File: config.mk
export PLATFORM = sky130hd
export DESIGN_NAME = csw_top
export DESIGN_NICKNAME = d
export VERILOG_FILES = /design/src/inc/csw_pkg.sv /design/src/csw_top.sv
export VERILOG_INCLUDE_DIRS = /design/src /design/src/inc
export SDC_FILE = /design/constraint.sdc
export NUM_CORES = 1
export LEC_CHECK = 0
export BUFFER_PORTS_ARGS = -buffer_cell sky130_fd_sc_hd__buf_2
export CAP_MARGIN = 20
export CORE_MARGIN = 3
export CORE_UTILIZATION = 40
export CTS_CLUSTER_SIZE = 8
export DETAILED_ROUTE_END_ITERATION = 10
export GPL_TIMING_DRIVEN = 0
export PLACE_DENSITY = 0.64
export SETUP_SLACK_MARGIN = 0.2
export SKIP_CTS_REPAIR_TIMING = 1
export SLEW_MARGIN = 20
export SYNTH_ARGS = -nofsm -noshare
export SYNTH_HDL_FRONTEND = slang
export SYNTH_SLANG_ARGS = --single-unit
File: constraint.sdc
create_clock -name clk -period 2.7 [get_ports clk]
set_clock_uncertainty 0.1 [all_clocks]
set_input_delay 0.27 -clock clk [delete_from_list [all_inputs] [get_ports clk]]
set_output_delay 0.27 -clock clk [all_outputs]
set_load 0.03 [all_outputs]
File: src/inc/csw_params.svh
/*
  Constants for the selective wake flag and transceiver mode block.
  Assumes a 100 MHz core clock and a 32-bit APB register bus.
*/
`ifndef CSW_PARAMS_SVH
`define CSW_PARAMS_SVH

// ****************************************
// Timing
// ****************************************
`define CSW_CLK_MHZ 100
`define CSW_T_SILENCE_US 1000
`define CSW_SIL_CNT_W 32

// ****************************************
// Register byte offsets and bus widths
// ****************************************
`define CSW_ADDR_W 8
`define CSW_OFF_MODE_CTRL 8'h00
`define CSW_OFF_IRQ_MASK 8'h04
`define CSW_OFF_STATUS 8'h08
`define CSW_OFF_STATE 8'h0c

// ****************************************
// Status and state register fields
// ****************************************
`define CSW_ST_TIMEOUT 0
`define CSW_ST_SILENCE 1
`define CSW_ST_LOCK 2
`define CSW_ST_ARMED 3
`define CSW_ST_ERROR 4
`define CSW_ST_PWAKE 5
`define CSW_ST_FWAKE 6
`define CSW_ST_ECNT_LO 8
`define CSW_ST_ECNT_HI 13
`define CSW_SE_CHIP_LO 0
`define CSW_SE_CHIP_HI 1
`define CSW_SE_SWK_LO 4
`define CSW_SE_SWK_HI 6

// ****************************************
// Transceiver mode codes, reset values and error counter constants
// ****************************************
`define CSW_MODE_OFF 3'h0
`define CSW_MODE_WAKE 3'h1
`define CSW_LOW_OFF 2'h0
`define CSW_LOW_WAKE 2'h1
`define CSW_LOW_RXONLY 2'h2
`define CSW_LOW_NORMAL 2'h3
`define CSW_MODE_RESET 3'h0
`define CSW_ECNT_W 6
`define CSW_ECNT_MAX 6'h1f
`define CSW_ECNT_ZERO 6'h00
`define CSW_ECNT_ONE 6'h01

`endif

File: src/inc/csw_pkg.sv
/*
  Types for the selective wake flag and transceiver mode block.
  Assumes csw_params.svh is on the include path.
*/
`include "csw_params.svh"

package csw_pkg;

  typedef enum logic [1:0] {CHIP_NORMAL, CHIP_STOP, CHIP_SLEEP} csw_chip_mode_type;

  typedef enum logic [2:0] {
    SW_IDLE, SW_WUF_DET, SW_WUP_DET1, SW_WUP_DET2, SW_WOKEN
  } csw_swk_state_type;

  // Events from the frame decoder, one-cycle pulses except config_valid.
  typedef struct packed {
    logic valid_frame;
    logic protocol_error;
    logic wake_pattern;
    logic wake_frame_match;
    logic config_valid;
  } csw_dec_evt_type;

  typedef struct packed {
    logic rx_meta;
    logic rx_sync;
    logic rx_prev;
    logic txd_meta;
    logic txd_sync;
    logic [2:0] mode;
    logic irq_mask;
    logic to_flag;
    logic sil_flag;
    logic lock_flag;
    logic armed_flag;
    logic err_flag;
    logic pwake_flag;
    logic fwake_flag;
    logic [`CSW_ECNT_W-1:0] ecnt;
    csw_swk_state_type selective_wake;
    logic [`CSW_SIL_CNT_W-1:0] sil_cnt;
    csw_chip_mode_type chip_prev;
    logic [31:0] prdata;
    logic pready;
    logic pslverr;
    logic to_irq;
    logic wake_irq;
    logic rx_out;
    logic bus_tx_dom;
  } csw_state_type;

endpackage

File: src/csw_top.sv
/*
  One channel of selective wake status flags and transceiver mode control,
  with its registers on an APB slave.
  Assumes the chip mode and decoder events come from logic on clk, while
  the bus receive level and the transmit pin come from pins.
*/
// The implementer's own choices: the APB interface to the registers and the address map.
// Functional notes
// - Bus timeout flag sets when silence time expires in frame or pattern-2 detection.
// - Bus timeout flag stays set until software clears it.
// - Timeout raises interrupt in Stop and Normal when mask bit is one.
// - Every timeout event gives a new interrupt, even with flag still set.
// - A timeout never wakes the chip from Sleep.
// - Silence flag sets on silence expiry and clears on a wake pattern in pattern detection 1 or 2.
// - Silence flag is readable by software in Stop and Normal.
// - Frame lock sets on a valid frame, clears on a protocol error.
// - Frame lock works whenever the transceiver is on, selective wake or not.
// - Low-power entry with selective wake is allowed with frame lock clear.
// - Armed flag sets on correct enable, or after error in pattern-2 detection.
// - Armed flag clears after any wake-up or when mode bit two clears.
// - Mode bits are writable only in Normal; Stop and Sleep ignore writes.
// - Mode codes: off, wake, receive only, normal, and selective wake variants.
// - Normal with selective wake passes data while the wake logic monitors.
// - Wake frame in normal with selective wake interrupts without pulling receive low.
// - Receive only with selective wake delivers data and never drives the bus.
// - Error flag zero means selective wake enabled and no counter overflow.
// - Readback shows programmed mode in Normal; leaving Normal may alter low bits.
// - Stop entry maps 011 to 001 and 111 to 101; error drops selective wake.
// - Error flag stops frame detection but keeps mode bit two stored.
// - Error flag sets on configuration error and on counter overflow.
// - Increment from 31 disables selective wake, wakes, and sets the error flag.
`timescale 1ns/1ns

module csw_top import csw_pkg::*; #(
  parameter int SILENCE_US = `CSW_T_SILENCE_US
) (
  // Clock and reset
  input wire logic clk,
  input wire logic rst,
  // APB slave
  input wire logic psel,
  input wire logic penable,
  input wire logic pwrite,
  input wire logic [`CSW_ADDR_W-1:0] paddr,
  input wire logic [31:0] pwdata,
  output logic [31:0] prdata,
  output logic pready,
  output logic pslverr,
  // Chip mode and frame decoder
  input wire csw_chip_mode_type chip_mode,
  input wire csw_dec_evt_type dec_evt,
  // Bus and controller pins
  input wire logic bus_rx_level,
  input wire logic transmit_pin_x,
  output logic receive_pin_x,
  output logic bus_tx_dominant,
  // Interrupt pulses
  output logic bus_timeout_irq,
  output logic can_wake_irq
);

  // ****************************************
  // Constants and decode helpers
  // ****************************************
  localparam logic [`CSW_SIL_CNT_W-1:0] SILENCE_CYCLES =
    `CSW_SIL_CNT_W'(SILENCE_US * `CSW_CLK_MHZ);

  function automatic logic addr_known(input logic [`CSW_ADDR_W-1:0] a);
    addr_known = (a == `CSW_OFF_MODE_CTRL) || (a == `CSW_OFF_IRQ_MASK) ||
                 (a == `CSW_OFF_STATUS) || (a == `CSW_OFF_STATE);
  endfunction

  // A mode is selective wake when bit two is set and the transceiver is not off.
  function automatic logic is_swk_mode(input logic [2:0] m);
    is_swk_mode = m[2] && (m[1:0] != `CSW_LOW_OFF);
  endfunction

  // Effective low mode bits once Normal is left; bit two is never touched.
  function automatic logic [1:0] low_power_map(input logic [1:0] low, input logic sleep);
    low_power_map = low;
    if (low == `CSW_LOW_NORMAL) begin
      low_power_map = `CSW_LOW_WAKE;
    end else if (sleep && low == `CSW_LOW_RXONLY) begin
      low_power_map = `CSW_LOW_WAKE;
    end
  endfunction

  // ****************************************
  // Behaviour summary
  // ****************************************
  // The channel keeps its whole state in one packed register. Software sees four words:
  // the programmed transceiver mode, the timeout interrupt mask, the status flags and
  // a read-only view of the chip mode and the selective wake sequencer.
  //
  // Decoder events, single-cycle pulses apart from the config_valid level, come from logic on this clock, so they
  // pass no synchroniser. Only the bus receive level and the transmit pin come from
  // pins and are brought in through two flip-flops first.
  //
  // The silence timer only runs in frame detection and pattern detection 2. Any bus
  // edge or dominant level restarts it. In frame detection an expiry moves the
  // sequencer to pattern detection 1; in pattern detection 2 the timer simply runs
  // again, so every further silent period raises a new timeout event.
  //
  // A mode write is the only way out of the woken state. It rearms the sequencer and
  // clears both wake source flags, and the configuration check runs in the next cycle.
  // A user must therefore set the configuration valid level before writing the mode.
  //
  // Leaving Normal rewrites only the two low mode bits. Bit two is kept, so software can
  // still see that a selective wake mode was chosen even when an error disabled it.

  csw_state_type s_reg;
  csw_state_type s_next;

  // ****************************************
  // Next state
  // ****************************************
  always_comb begin
    logic setup;
    logic wr;
    logic active_chip;
    logic rx_activity;
    logic sil_expire;
    logic timed_state;
    logic wake_ev;
    logic ecnt_en;
    logic mode_wr;
    logic [31:0] rd;
    setup = 1'b0;
    wr = 1'b0;
    active_chip = 1'b0;
    rx_activity = 1'b0;
    sil_expire = 1'b0;
    timed_state = 1'b0;
    wake_ev = 1'b0;
    ecnt_en = 1'b0;
    mode_wr = 1'b0;
    rd = '0;
    s_next = s_reg;

    // Pin synchronisers.
    s_next.rx_meta = bus_rx_level;
    s_next.rx_sync = s_reg.rx_meta;
    s_next.rx_prev = s_reg.rx_sync;
    s_next.txd_meta = transmit_pin_x;
    s_next.txd_sync = s_reg.txd_meta;
    s_next.chip_prev = chip_mode;
    s_next.to_irq = 1'b0;
    s_next.wake_irq = 1'b0;

    setup = psel && !penable;
    wr = psel && penable && s_reg.pready && pwrite;
    active_chip = (chip_mode == CHIP_NORMAL) || (chip_mode == CHIP_STOP);
    mode_wr = wr && paddr == `CSW_OFF_MODE_CTRL && chip_mode == CHIP_NORMAL;

    // Silence timer, restarted by any edge or dominant level on the bus.
    rx_activity = (s_reg.rx_sync != s_reg.rx_prev) || !s_reg.rx_sync;
    timed_state = (s_reg.selective_wake == SW_WUF_DET) || (s_reg.selective_wake == SW_WUP_DET2);
    if (!timed_state || rx_activity) begin
      s_next.sil_cnt = '0;
    end else if (s_reg.sil_cnt == SILENCE_CYCLES - 1'b1) begin
      sil_expire = 1'b1;
      s_next.sil_cnt = '0;
    end else begin
      s_next.sil_cnt = s_reg.sil_cnt + 1'b1;
    end

    // ****************************************
    // Register writes
    // ****************************************
    if (mode_wr) begin
      s_next.mode = pwdata[2:0];
      s_next.selective_wake = SW_IDLE;
      s_next.pwake_flag = 1'b0;
      s_next.fwake_flag = 1'b0;
    end
    if (wr && paddr == `CSW_OFF_IRQ_MASK) begin
      s_next.irq_mask = pwdata[0];
    end
    if (wr && paddr == `CSW_OFF_STATUS) begin
      if (pwdata[`CSW_ST_TIMEOUT]) begin
        s_next.to_flag = 1'b0;
      end
      // An invalid configuration keeps the error flag from being cleared.
      if (pwdata[`CSW_ST_ERROR] && !(s_reg.mode[2] && !dec_evt.config_valid)) begin
        s_next.err_flag = 1'b0;
      end
    end

    // Leaving Normal rewrites the low bits to the effective mode.
    if (s_reg.chip_prev == CHIP_NORMAL && chip_mode != CHIP_NORMAL) begin
      s_next.mode[1:0] = low_power_map(s_reg.mode[1:0], chip_mode == CHIP_SLEEP);
    end

    // ****************************************
    // Selective wake sequencing
    // ****************************************
    unique case (s_reg.selective_wake)
      SW_IDLE: begin
        if (mode_wr) begin
          s_next.selective_wake = SW_IDLE;
        end else if (is_swk_mode(s_reg.mode)) begin
          s_next.armed_flag = 1'b1;
          s_next.ecnt = `CSW_ECNT_ZERO;
          if (dec_evt.config_valid) begin
            s_next.err_flag = 1'b0;
            s_next.selective_wake = SW_WUF_DET;
          end else begin
            s_next.err_flag = 1'b1;
            s_next.selective_wake = SW_WUP_DET2;
          end
        end else begin
          s_next.armed_flag = 1'b0;
          if (s_reg.mode == `CSW_MODE_WAKE && dec_evt.wake_pattern) begin
            s_next.pwake_flag = 1'b1;
            s_next.selective_wake = SW_WOKEN;
            wake_ev = 1'b1;
          end
        end
      end
      SW_WUF_DET: begin
        if (dec_evt.protocol_error && s_reg.ecnt == `CSW_ECNT_MAX) begin
          s_next.err_flag = 1'b1;
          s_next.armed_flag = 1'b0;
          s_next.selective_wake = SW_WOKEN;
          wake_ev = 1'b1;
        end else if (dec_evt.wake_frame_match && !s_reg.err_flag) begin
          s_next.fwake_flag = 1'b1;
          s_next.armed_flag = 1'b0;
          s_next.selective_wake = SW_WOKEN;
          wake_ev = 1'b1;
        end else if (sil_expire) begin
          s_next.sil_flag = 1'b1;
          s_next.ecnt = `CSW_ECNT_ZERO;
          s_next.selective_wake = SW_WUP_DET1;
        end
      end
      SW_WUP_DET1: begin
        if (dec_evt.wake_pattern) begin
          s_next.sil_flag = 1'b0;
          s_next.pwake_flag = 1'b1;
          s_next.ecnt = `CSW_ECNT_ZERO;
          s_next.selective_wake = SW_WUF_DET;
        end
      end
      SW_WUP_DET2: begin
        if (dec_evt.wake_pattern) begin
          s_next.sil_flag = 1'b0;
          s_next.pwake_flag = 1'b1;
          s_next.armed_flag = 1'b0;
          s_next.selective_wake = SW_WOKEN;
          wake_ev = 1'b1;
        end else if (sil_expire) begin
          s_next.sil_flag = 1'b1;
        end
      end
      SW_WOKEN: begin
        s_next.armed_flag = 1'b0;
      end
      default: begin
        s_next.selective_wake = SW_IDLE;
      end
    endcase
    if (!s_reg.mode[2]) begin
      s_next.armed_flag = 1'b0;
    end

    // Timeout flag and interrupt; the set beats a clear in the same cycle.
    if (sil_expire) begin
      s_next.to_flag = 1'b1;
      s_next.to_irq = s_reg.irq_mask && active_chip;
    end
    s_next.wake_irq = wake_ev && active_chip;

    // ****************************************
    // Protocol error counter and frame lock
    // ****************************************
    ecnt_en = (s_reg.mode[1] || s_reg.selective_wake == SW_WUF_DET) && s_reg.selective_wake != SW_WOKEN;
    if (s_reg.mode[1:0] == `CSW_LOW_OFF || s_reg.mode == `CSW_MODE_WAKE) begin
      s_next.ecnt = `CSW_ECNT_ZERO;
    end else if (ecnt_en && s_next.selective_wake != SW_WUP_DET1) begin
      if (dec_evt.protocol_error) begin
        s_next.ecnt = s_reg.ecnt + `CSW_ECNT_ONE;
      end else if (dec_evt.valid_frame && s_reg.ecnt != `CSW_ECNT_ZERO) begin
        s_next.ecnt = s_reg.ecnt - `CSW_ECNT_ONE;
      end
    end
    // Lock never gates low-power entry, so a silent bus cannot block it.
    if (s_reg.mode[1:0] != `CSW_LOW_OFF) begin
      if (dec_evt.protocol_error) begin
        s_next.lock_flag = 1'b0;
      end else if (dec_evt.valid_frame) begin
        s_next.lock_flag = 1'b1;
      end
    end

    // ****************************************
    // Transceiver data path
    // ****************************************
    if (s_reg.mode[1] && active_chip) begin
      s_next.rx_out = s_reg.rx_sync;
    end else begin
      s_next.rx_out = !(s_reg.selective_wake == SW_WOKEN && s_reg.pwake_flag);
    end
    s_next.bus_tx_dom = chip_mode == CHIP_NORMAL && s_reg.mode[1:0] == `CSW_LOW_NORMAL &&
                        !s_reg.txd_sync;

    // ****************************************
    // APB answer: zero wait states, data latched in the setup cycle
    // ****************************************
    unique case (paddr)
      `CSW_OFF_MODE_CTRL: rd[2:0] = s_reg.mode;
      `CSW_OFF_IRQ_MASK: rd[0] = s_reg.irq_mask;
      `CSW_OFF_STATUS: begin
        rd[`CSW_ST_TIMEOUT] = s_reg.to_flag;
        rd[`CSW_ST_SILENCE] = s_reg.sil_flag;
        rd[`CSW_ST_LOCK] = s_reg.lock_flag;
        rd[`CSW_ST_ARMED] = s_reg.armed_flag;
        rd[`CSW_ST_ERROR] = s_reg.err_flag;
        rd[`CSW_ST_PWAKE] = s_reg.pwake_flag;
        rd[`CSW_ST_FWAKE] = s_reg.fwake_flag;
        rd[`CSW_ST_ECNT_HI:`CSW_ST_ECNT_LO] = s_reg.ecnt;
      end
      `CSW_OFF_STATE: begin
        rd[`CSW_SE_CHIP_HI:`CSW_SE_CHIP_LO] = chip_mode;
        rd[`CSW_SE_SWK_HI:`CSW_SE_SWK_LO] = s_reg.selective_wake;
      end
      default: rd = '0;
    endcase
    s_next.pready = setup;
    if (setup) begin
      s_next.prdata = pwrite ? '0 : rd;
      s_next.pslverr = !addr_known(paddr);
    end else if (!psel) begin
      s_next.prdata = '0;
      s_next.pslverr = 1'b0;
    end
  end

  // ****************************************
  // State register
  // ****************************************
  always_ff @(posedge clk) begin
    if (rst) begin
      s_reg <= '0;
      s_reg.rx_meta <= 1'b1;
      s_reg.rx_sync <= 1'b1;
      s_reg.rx_prev <= 1'b1;
      s_reg.txd_meta <= 1'b1;
      s_reg.txd_sync <= 1'b1;
      s_reg.rx_out <= 1'b1;
      s_reg.mode <= `CSW_MODE_RESET;
      s_reg.selective_wake <= SW_IDLE;
      s_reg.chip_prev <= CHIP_NORMAL;
    end else begin
      s_reg <= s_next;
    end
  end

  assign prdata = s_reg.prdata;
  assign pready = s_reg.pready;
  assign pslverr = s_reg.pslverr;
  assign receive_pin_x = s_reg.rx_out;
  assign bus_tx_dominant = s_reg.bus_tx_dom;
  assign bus_timeout_irq = s_reg.to_irq;
  assign can_wake_irq = s_reg.wake_irq;

endmodule

# [Yosys cells after proc, flatten, opt, wreduce, memory -nomap -nowiden]
# Index checks and enable logic that the tools add are counted.
[classes] bitwise_logic=2 n_eq_ne=25 addsub=3 n_reduce_logical=67 muxes=73
[ops] operator="$mux 32" n=2
[ops] operator="$mux 6" n=7
[ops] operator="$mux 1" n=35
[ops] operator="$add 32x1->32 const B" n=1
[ops] operator="$eq 32x17->1 const B" n=1
[ops] operator="$logic_and 1x1->1" n=25
[ops] operator="$mux 3" n=8
[ops] operator="$mux 9" n=2
[ops] operator="$pmux 6 s3" n=1
[ops] operator="$eq 8x4->1 const B" n=2
[ops] operator="$pmux 3 s5" n=1
[ops] operator="$mux 14" n=1
[ops] operator="$mux 2" n=6
[ops] operator="$reduce_bool 2->1" n=6
[ops] operator="$ne 2x2->1 const B" n=5
[ops] operator="$logic_not 1->1" n=9
[ops] operator="$logic_or 1x1->1" n=9
[ops] operator="$pmux 1 s3" n=3
[ops] operator="$eq 8x3->1 const B" n=1
[ops] operator="$logic_not 8->1" n=1
[ops] operator="$pmux 1 s4" n=2
[ops] operator="$reduce_and 4->1" n=2
[ops] operator="$reduce_or 2->1" n=4
[ops] operator="$mux 7" n=1
[ops] operator="other kinds (23)" n=35
[word_totals] wordCells=196 ff_bits=97 in_bits=54

# [Longest topological paths before layout]
[depth] ltp_word=13 mapped_depth=10 mapped_depth_nobuf=9

# [Worst setup path after synthesis]
# Ideal clock, no wire load.
[synth_timing] path_type="flip-flop to flip-flop" start="register s_reg (netlist bit pready)" end="register s_reg[75] (netlist bit)" arrival_time_ps=1952 slack_ps=522 setup_time_ps=126 path_stages_with_launch=11 required_time_ps=2474 cell_sequence="dfxtp_1 > and4_1 > clkbuf_1 > and4_1 > buf_2 > nor3_1 > a31oi_1 > o21ai_2 > buf_6 > o2111ai_1 > o31ai_1"
[synth_via] elab_chain_len=12 elab_cells_between_ends=21 classes_between="eq/ne: 1; mux: 15; reduce/logical: 5"
[synth_lines] element="start: declaration" line="csw_top.sv:111" rtl="csw_state_type s_reg;"
[synth_lines] element="start signal: assignment" line="csw_top.sv:355" rtl="s_reg <= s_next;"
[synth_lines] element="$logic_and 1x1->1 (*) (2 in series)" line="csw_top.sv:151" rtl="wr = psel && penable && s_reg.pready && pwrite;"
[synth_lines] element="$logic_and 1x1->1 (no line) (*)"
[synth_lines] element="$logic_and 1x1->1 (*)" line="csw_top.sv:153" rtl="mode_wr = wr && paddr == `CSW_OFF_MODE_CTRL && chip_mode == CHIP_NORMAL;"
[synth_lines] element="$mux 3" line="csw_top.sv:170" rtl="if (mode_wr) begin"
[synth_lines] element="$mux 9 / $mux 3 (equally long branches)" line="csw_top.sv:231, csw_top.sv:213"
[synth_lines] element="$mux 3, on equally long branches" line="csw_top.sv:226, csw_top.sv:201"
[synth_lines] element="$mux 3, on equally long branches" line="csw_top.sv:221, csw_top.sv:199"
[synth_lines] element="$pmux 3 s5" line="csw_top.sv:197" rtl="unique case (s_reg.selective_wake)"
[synth_lines] element="$ne 3x2->1" line="csw_top.sv:280" rtl="end else if (ecnt_en && s_next.selective_wake != SW_WUP_DET1) begin"
[synth_lines] element="$logic_and 1x1->1" line="csw_top.sv:280"
[synth_lines] element="$mux 6 (*)" line="csw_top.sv:280"
# Every way passes the cells marked *; elsewhere a longest branch is shown, timed or not.
# A chain may end at the register's enable or synchronous reset.

# [Worst setup path after layout]
# Ends and elaborated chain as after synthesis.

==> reports/results.tsv <==
stage	metric	value	unit
run_status	status	finished, final reports clean	
timing	Setup Viol. Count Final	0	
timing	Peak Freq	434	MHz
placement	placed inst area	0.00454	sq mm
yosys	async set-or-reset flop fraction in the synthesized netlist	0	%
clock_tree	Reg clk slew, reported paths	0.08	ns
clock_tree	TritonCTS Buffers	9	
yosys	synth top area cells	dfxtp_1 (38%), buf_4 (5.9%), nor2_1 (4.9%)	
drt	1st-pass router iterations	4	
setup_path	CP Launch Type	flop	
clock_tree	CTS H-tree depth	3	
yosys	Post-synth EDFFs	0	
die	total core area	0.00986	sq mm
setup_path	Worst Path Arrival	2.47	ns
yosys	mapped cell area	0.00410	sq mm
drt	Routed Antenna Nets	0	
cells_and_area	commonest non-fill, non-tap cell in the layout	dfxtp_1	
clock_tree	Worst-Skew Late Latency	0.35	ns
die	Ports	92	
clock_tree	TritonCTS clock tree	yes	
global_routing	initial antenna violation count	0	
run	Max Cap Violations	0	
cells_and_area	share of layout cells above drive strength 1	23.8	%
pwr	Static Leak	1.91	nW
placement	DP HPWL	6.67	mm
global_routing	largest net degree at the start of global routing	14	
clock_tree	clock sinks	78	
pwr	Power Total	0.00226	W
yosys	Synth warnings	0	
die	Die X	107	microns
clock_tree	CTS Root Cell	clkbuf_8	
yosys	post-synthesis sequential area ratio	38.1	%
setup_path	Worst Path Max Fanout	10	
yosys	#FFs+latches synth	78	
drt	via count	3511	
setup_path	Critical Path Sink Type	flop	
drt	Initial DRC Count	146	
cells_and_area	fin nets	613	
drt	routed wire length	8.89	mm
pwr	Power Density	469	mW/mm^2
placement	dpl cells	673	
die	num rows	36	
die	Starting Density	41.5	%
global_routing	vias in the first global route	3322	
timing	Fin Setup TNS	0	ns
die	die height	107	microns
drt	drt wl/cell	12.8	microns
timing	Max Slew Vio Count	0	
yosys	prevailing post-synth register cell	dfxtp_1	
timing	hold violation count in the final report	0	
yosys	Synth top area share	38.1	%
die	Die Area	0.0115	sq mm
yosys	Syn Area/Cell	8.52	sq um
cells_and_area	diode count	0	
setup_path	CP required	2.86	ns
global_routing	first-pass GRT wire length	15.2	mm
yosys	Synth area leader	dfxtp_1	
placement	PortBufs	41	
cells_and_area	fin cells	693	
timing	Slew headroom	58.8	%
clock_tree	clock buffer depth	2	
drt	routed vias/inst	5.07	
placement	GPL Wtd Cong	0.868	
timing	Final Cycle Share	85.4	%
cells_and_area	Syn-to-layout area delta	17.4	%
worst_hold_path	HP Class	input port to flop	
yosys	post-synth cell types	63	
yosys	cell count after synthesis	481	
setup_path	Crit Path Class	flop to flop	
cells_and_area	most frequent cells in the layout	dfxtp_1 (77), nor2_1 (53), buf_2 (52)	
global_routing	gr ovfl total	0	
cells_and_area	design area	0.00481	sq mm
cells_and_area	number of flip-flops in the largest register	56	
timing	Worst Max-Slew Pin Slew	0.614	ns
timing	RSZ-0062 raised after global routing	false	
pwr	maximum VDD drop	0.332	mV
drt	# DRC	0	
global_routing	total track usage	16.0	%
timing	hold_ws	0.0121	ns
timing	min Tclk post-route	2.31	ns
## power breakdown
group / internal, W / switching, W / total [W]
sequential: 0.00116 / 0.00000187 / 0.00116
clock: 0.000542 / 0.000426 / 0.000968
combinational: 0.0000500 / 0.0000811 / 0.000131
total: 0.00175 / 0.000509 / 0.00226
## synthesized netlist by cell type (all sizes together), types with 2 or more instances
cell,count
o311a,3
and3,6
o22ai,3
o21bai,2
a21o,2
nor2,53
nor4,10
o211ai,5
nor2b,7
dfxtp,78
inv,10
and4,8
nand2b,5
or3,6
buf,44
xnor2,11
and2,4
a22o,10
o31ai,2
a31oi,4
nor3,12
a22oi,5
or4,2
mux2,3
nand4,19
nand3b,2
o21ai,16
a211oi,2
nand4b,2
nand3,18
nand2,44
or2,8
a21oi,18
nor3b,4
clkbuf,16
ha,4
xor2,18
## cell families (layout without fill, tap and decap cells)
logic type,Yosys count,in the layout,synth area share [%]
AND/OR/NAND/NOR,214,214,29.1
AO/OA/AOI/OAI,80,80,13.8
flip-flops,78,78,38.1
buffers and inverters,70,131,9.86
XOR/XNOR,29,29,6.20
multiplexers,5,5,1.62
adder cells (fa/ha/maj),4,4,1.22
other,1,19,0.0915
## layout make-up
type / instances / area, sq um
Tap cell: 133 / 166
Fill cell: 974 / 5050
Clock buffer: 10 / 138
Timing Repair Buffer: 45 / 240
Buffer: 60 / 369
Clock inverter: 6 / 85.1
Multi-Input combinational cell: 351 / 2210
Inverter: 10 / 37.5
Sequential cell: 78 / 1560
## metal layers
metal / wire [microns] / global-route usage [%] / share of wire (%)
met1: 4050 / 19.8 / 46
met2: 4240 / 27.7 / 48
met3: 487 / 3.55 / 5.5
met4: 111 / 5.11 / 1.2
met5: 0 / 0 / 0
## per-stage QoR
stage | utilization, % | worst slack (ns)
final | 48.8 | 0.395
after detailed placement | 46.0 | 0.246
after global placement | 46.0 | 0.292
after floorplan | - | 0.522
after CTS | 48.2 | 0.237
after global routing | 48.8 | 0.186
## path summary, 6_finish.rpt
| path | start | endpoint | slack (ns) | depth (start not counted) |
|---|---|---|---|---|
| hold reg to reg | s_next[95] | s_next[94] | 0.32 | 1 |
| hold / removal | penable | pready | 0.01 | 2 |
| setup reg to reg | pready | s_reg[75] | 0.39 | 9 |
| setup / recovery | pready | s_reg[75] | 0.39 | 9 |
## critical path, stage by stage (launching register included)
cell,delay [ns]
dfxtp_1,0.32
and4_1,0.19
clkbuf_1,0.22
nand4_2,0.30
a41oi_1,0.34
o22ai_1,0.14
o21ai_2,0.19
buf_6,0.18
o2111ai_1,0.13
o31ai_1,0.10
No activity file was read; power rests on OpenSTA's default activity.
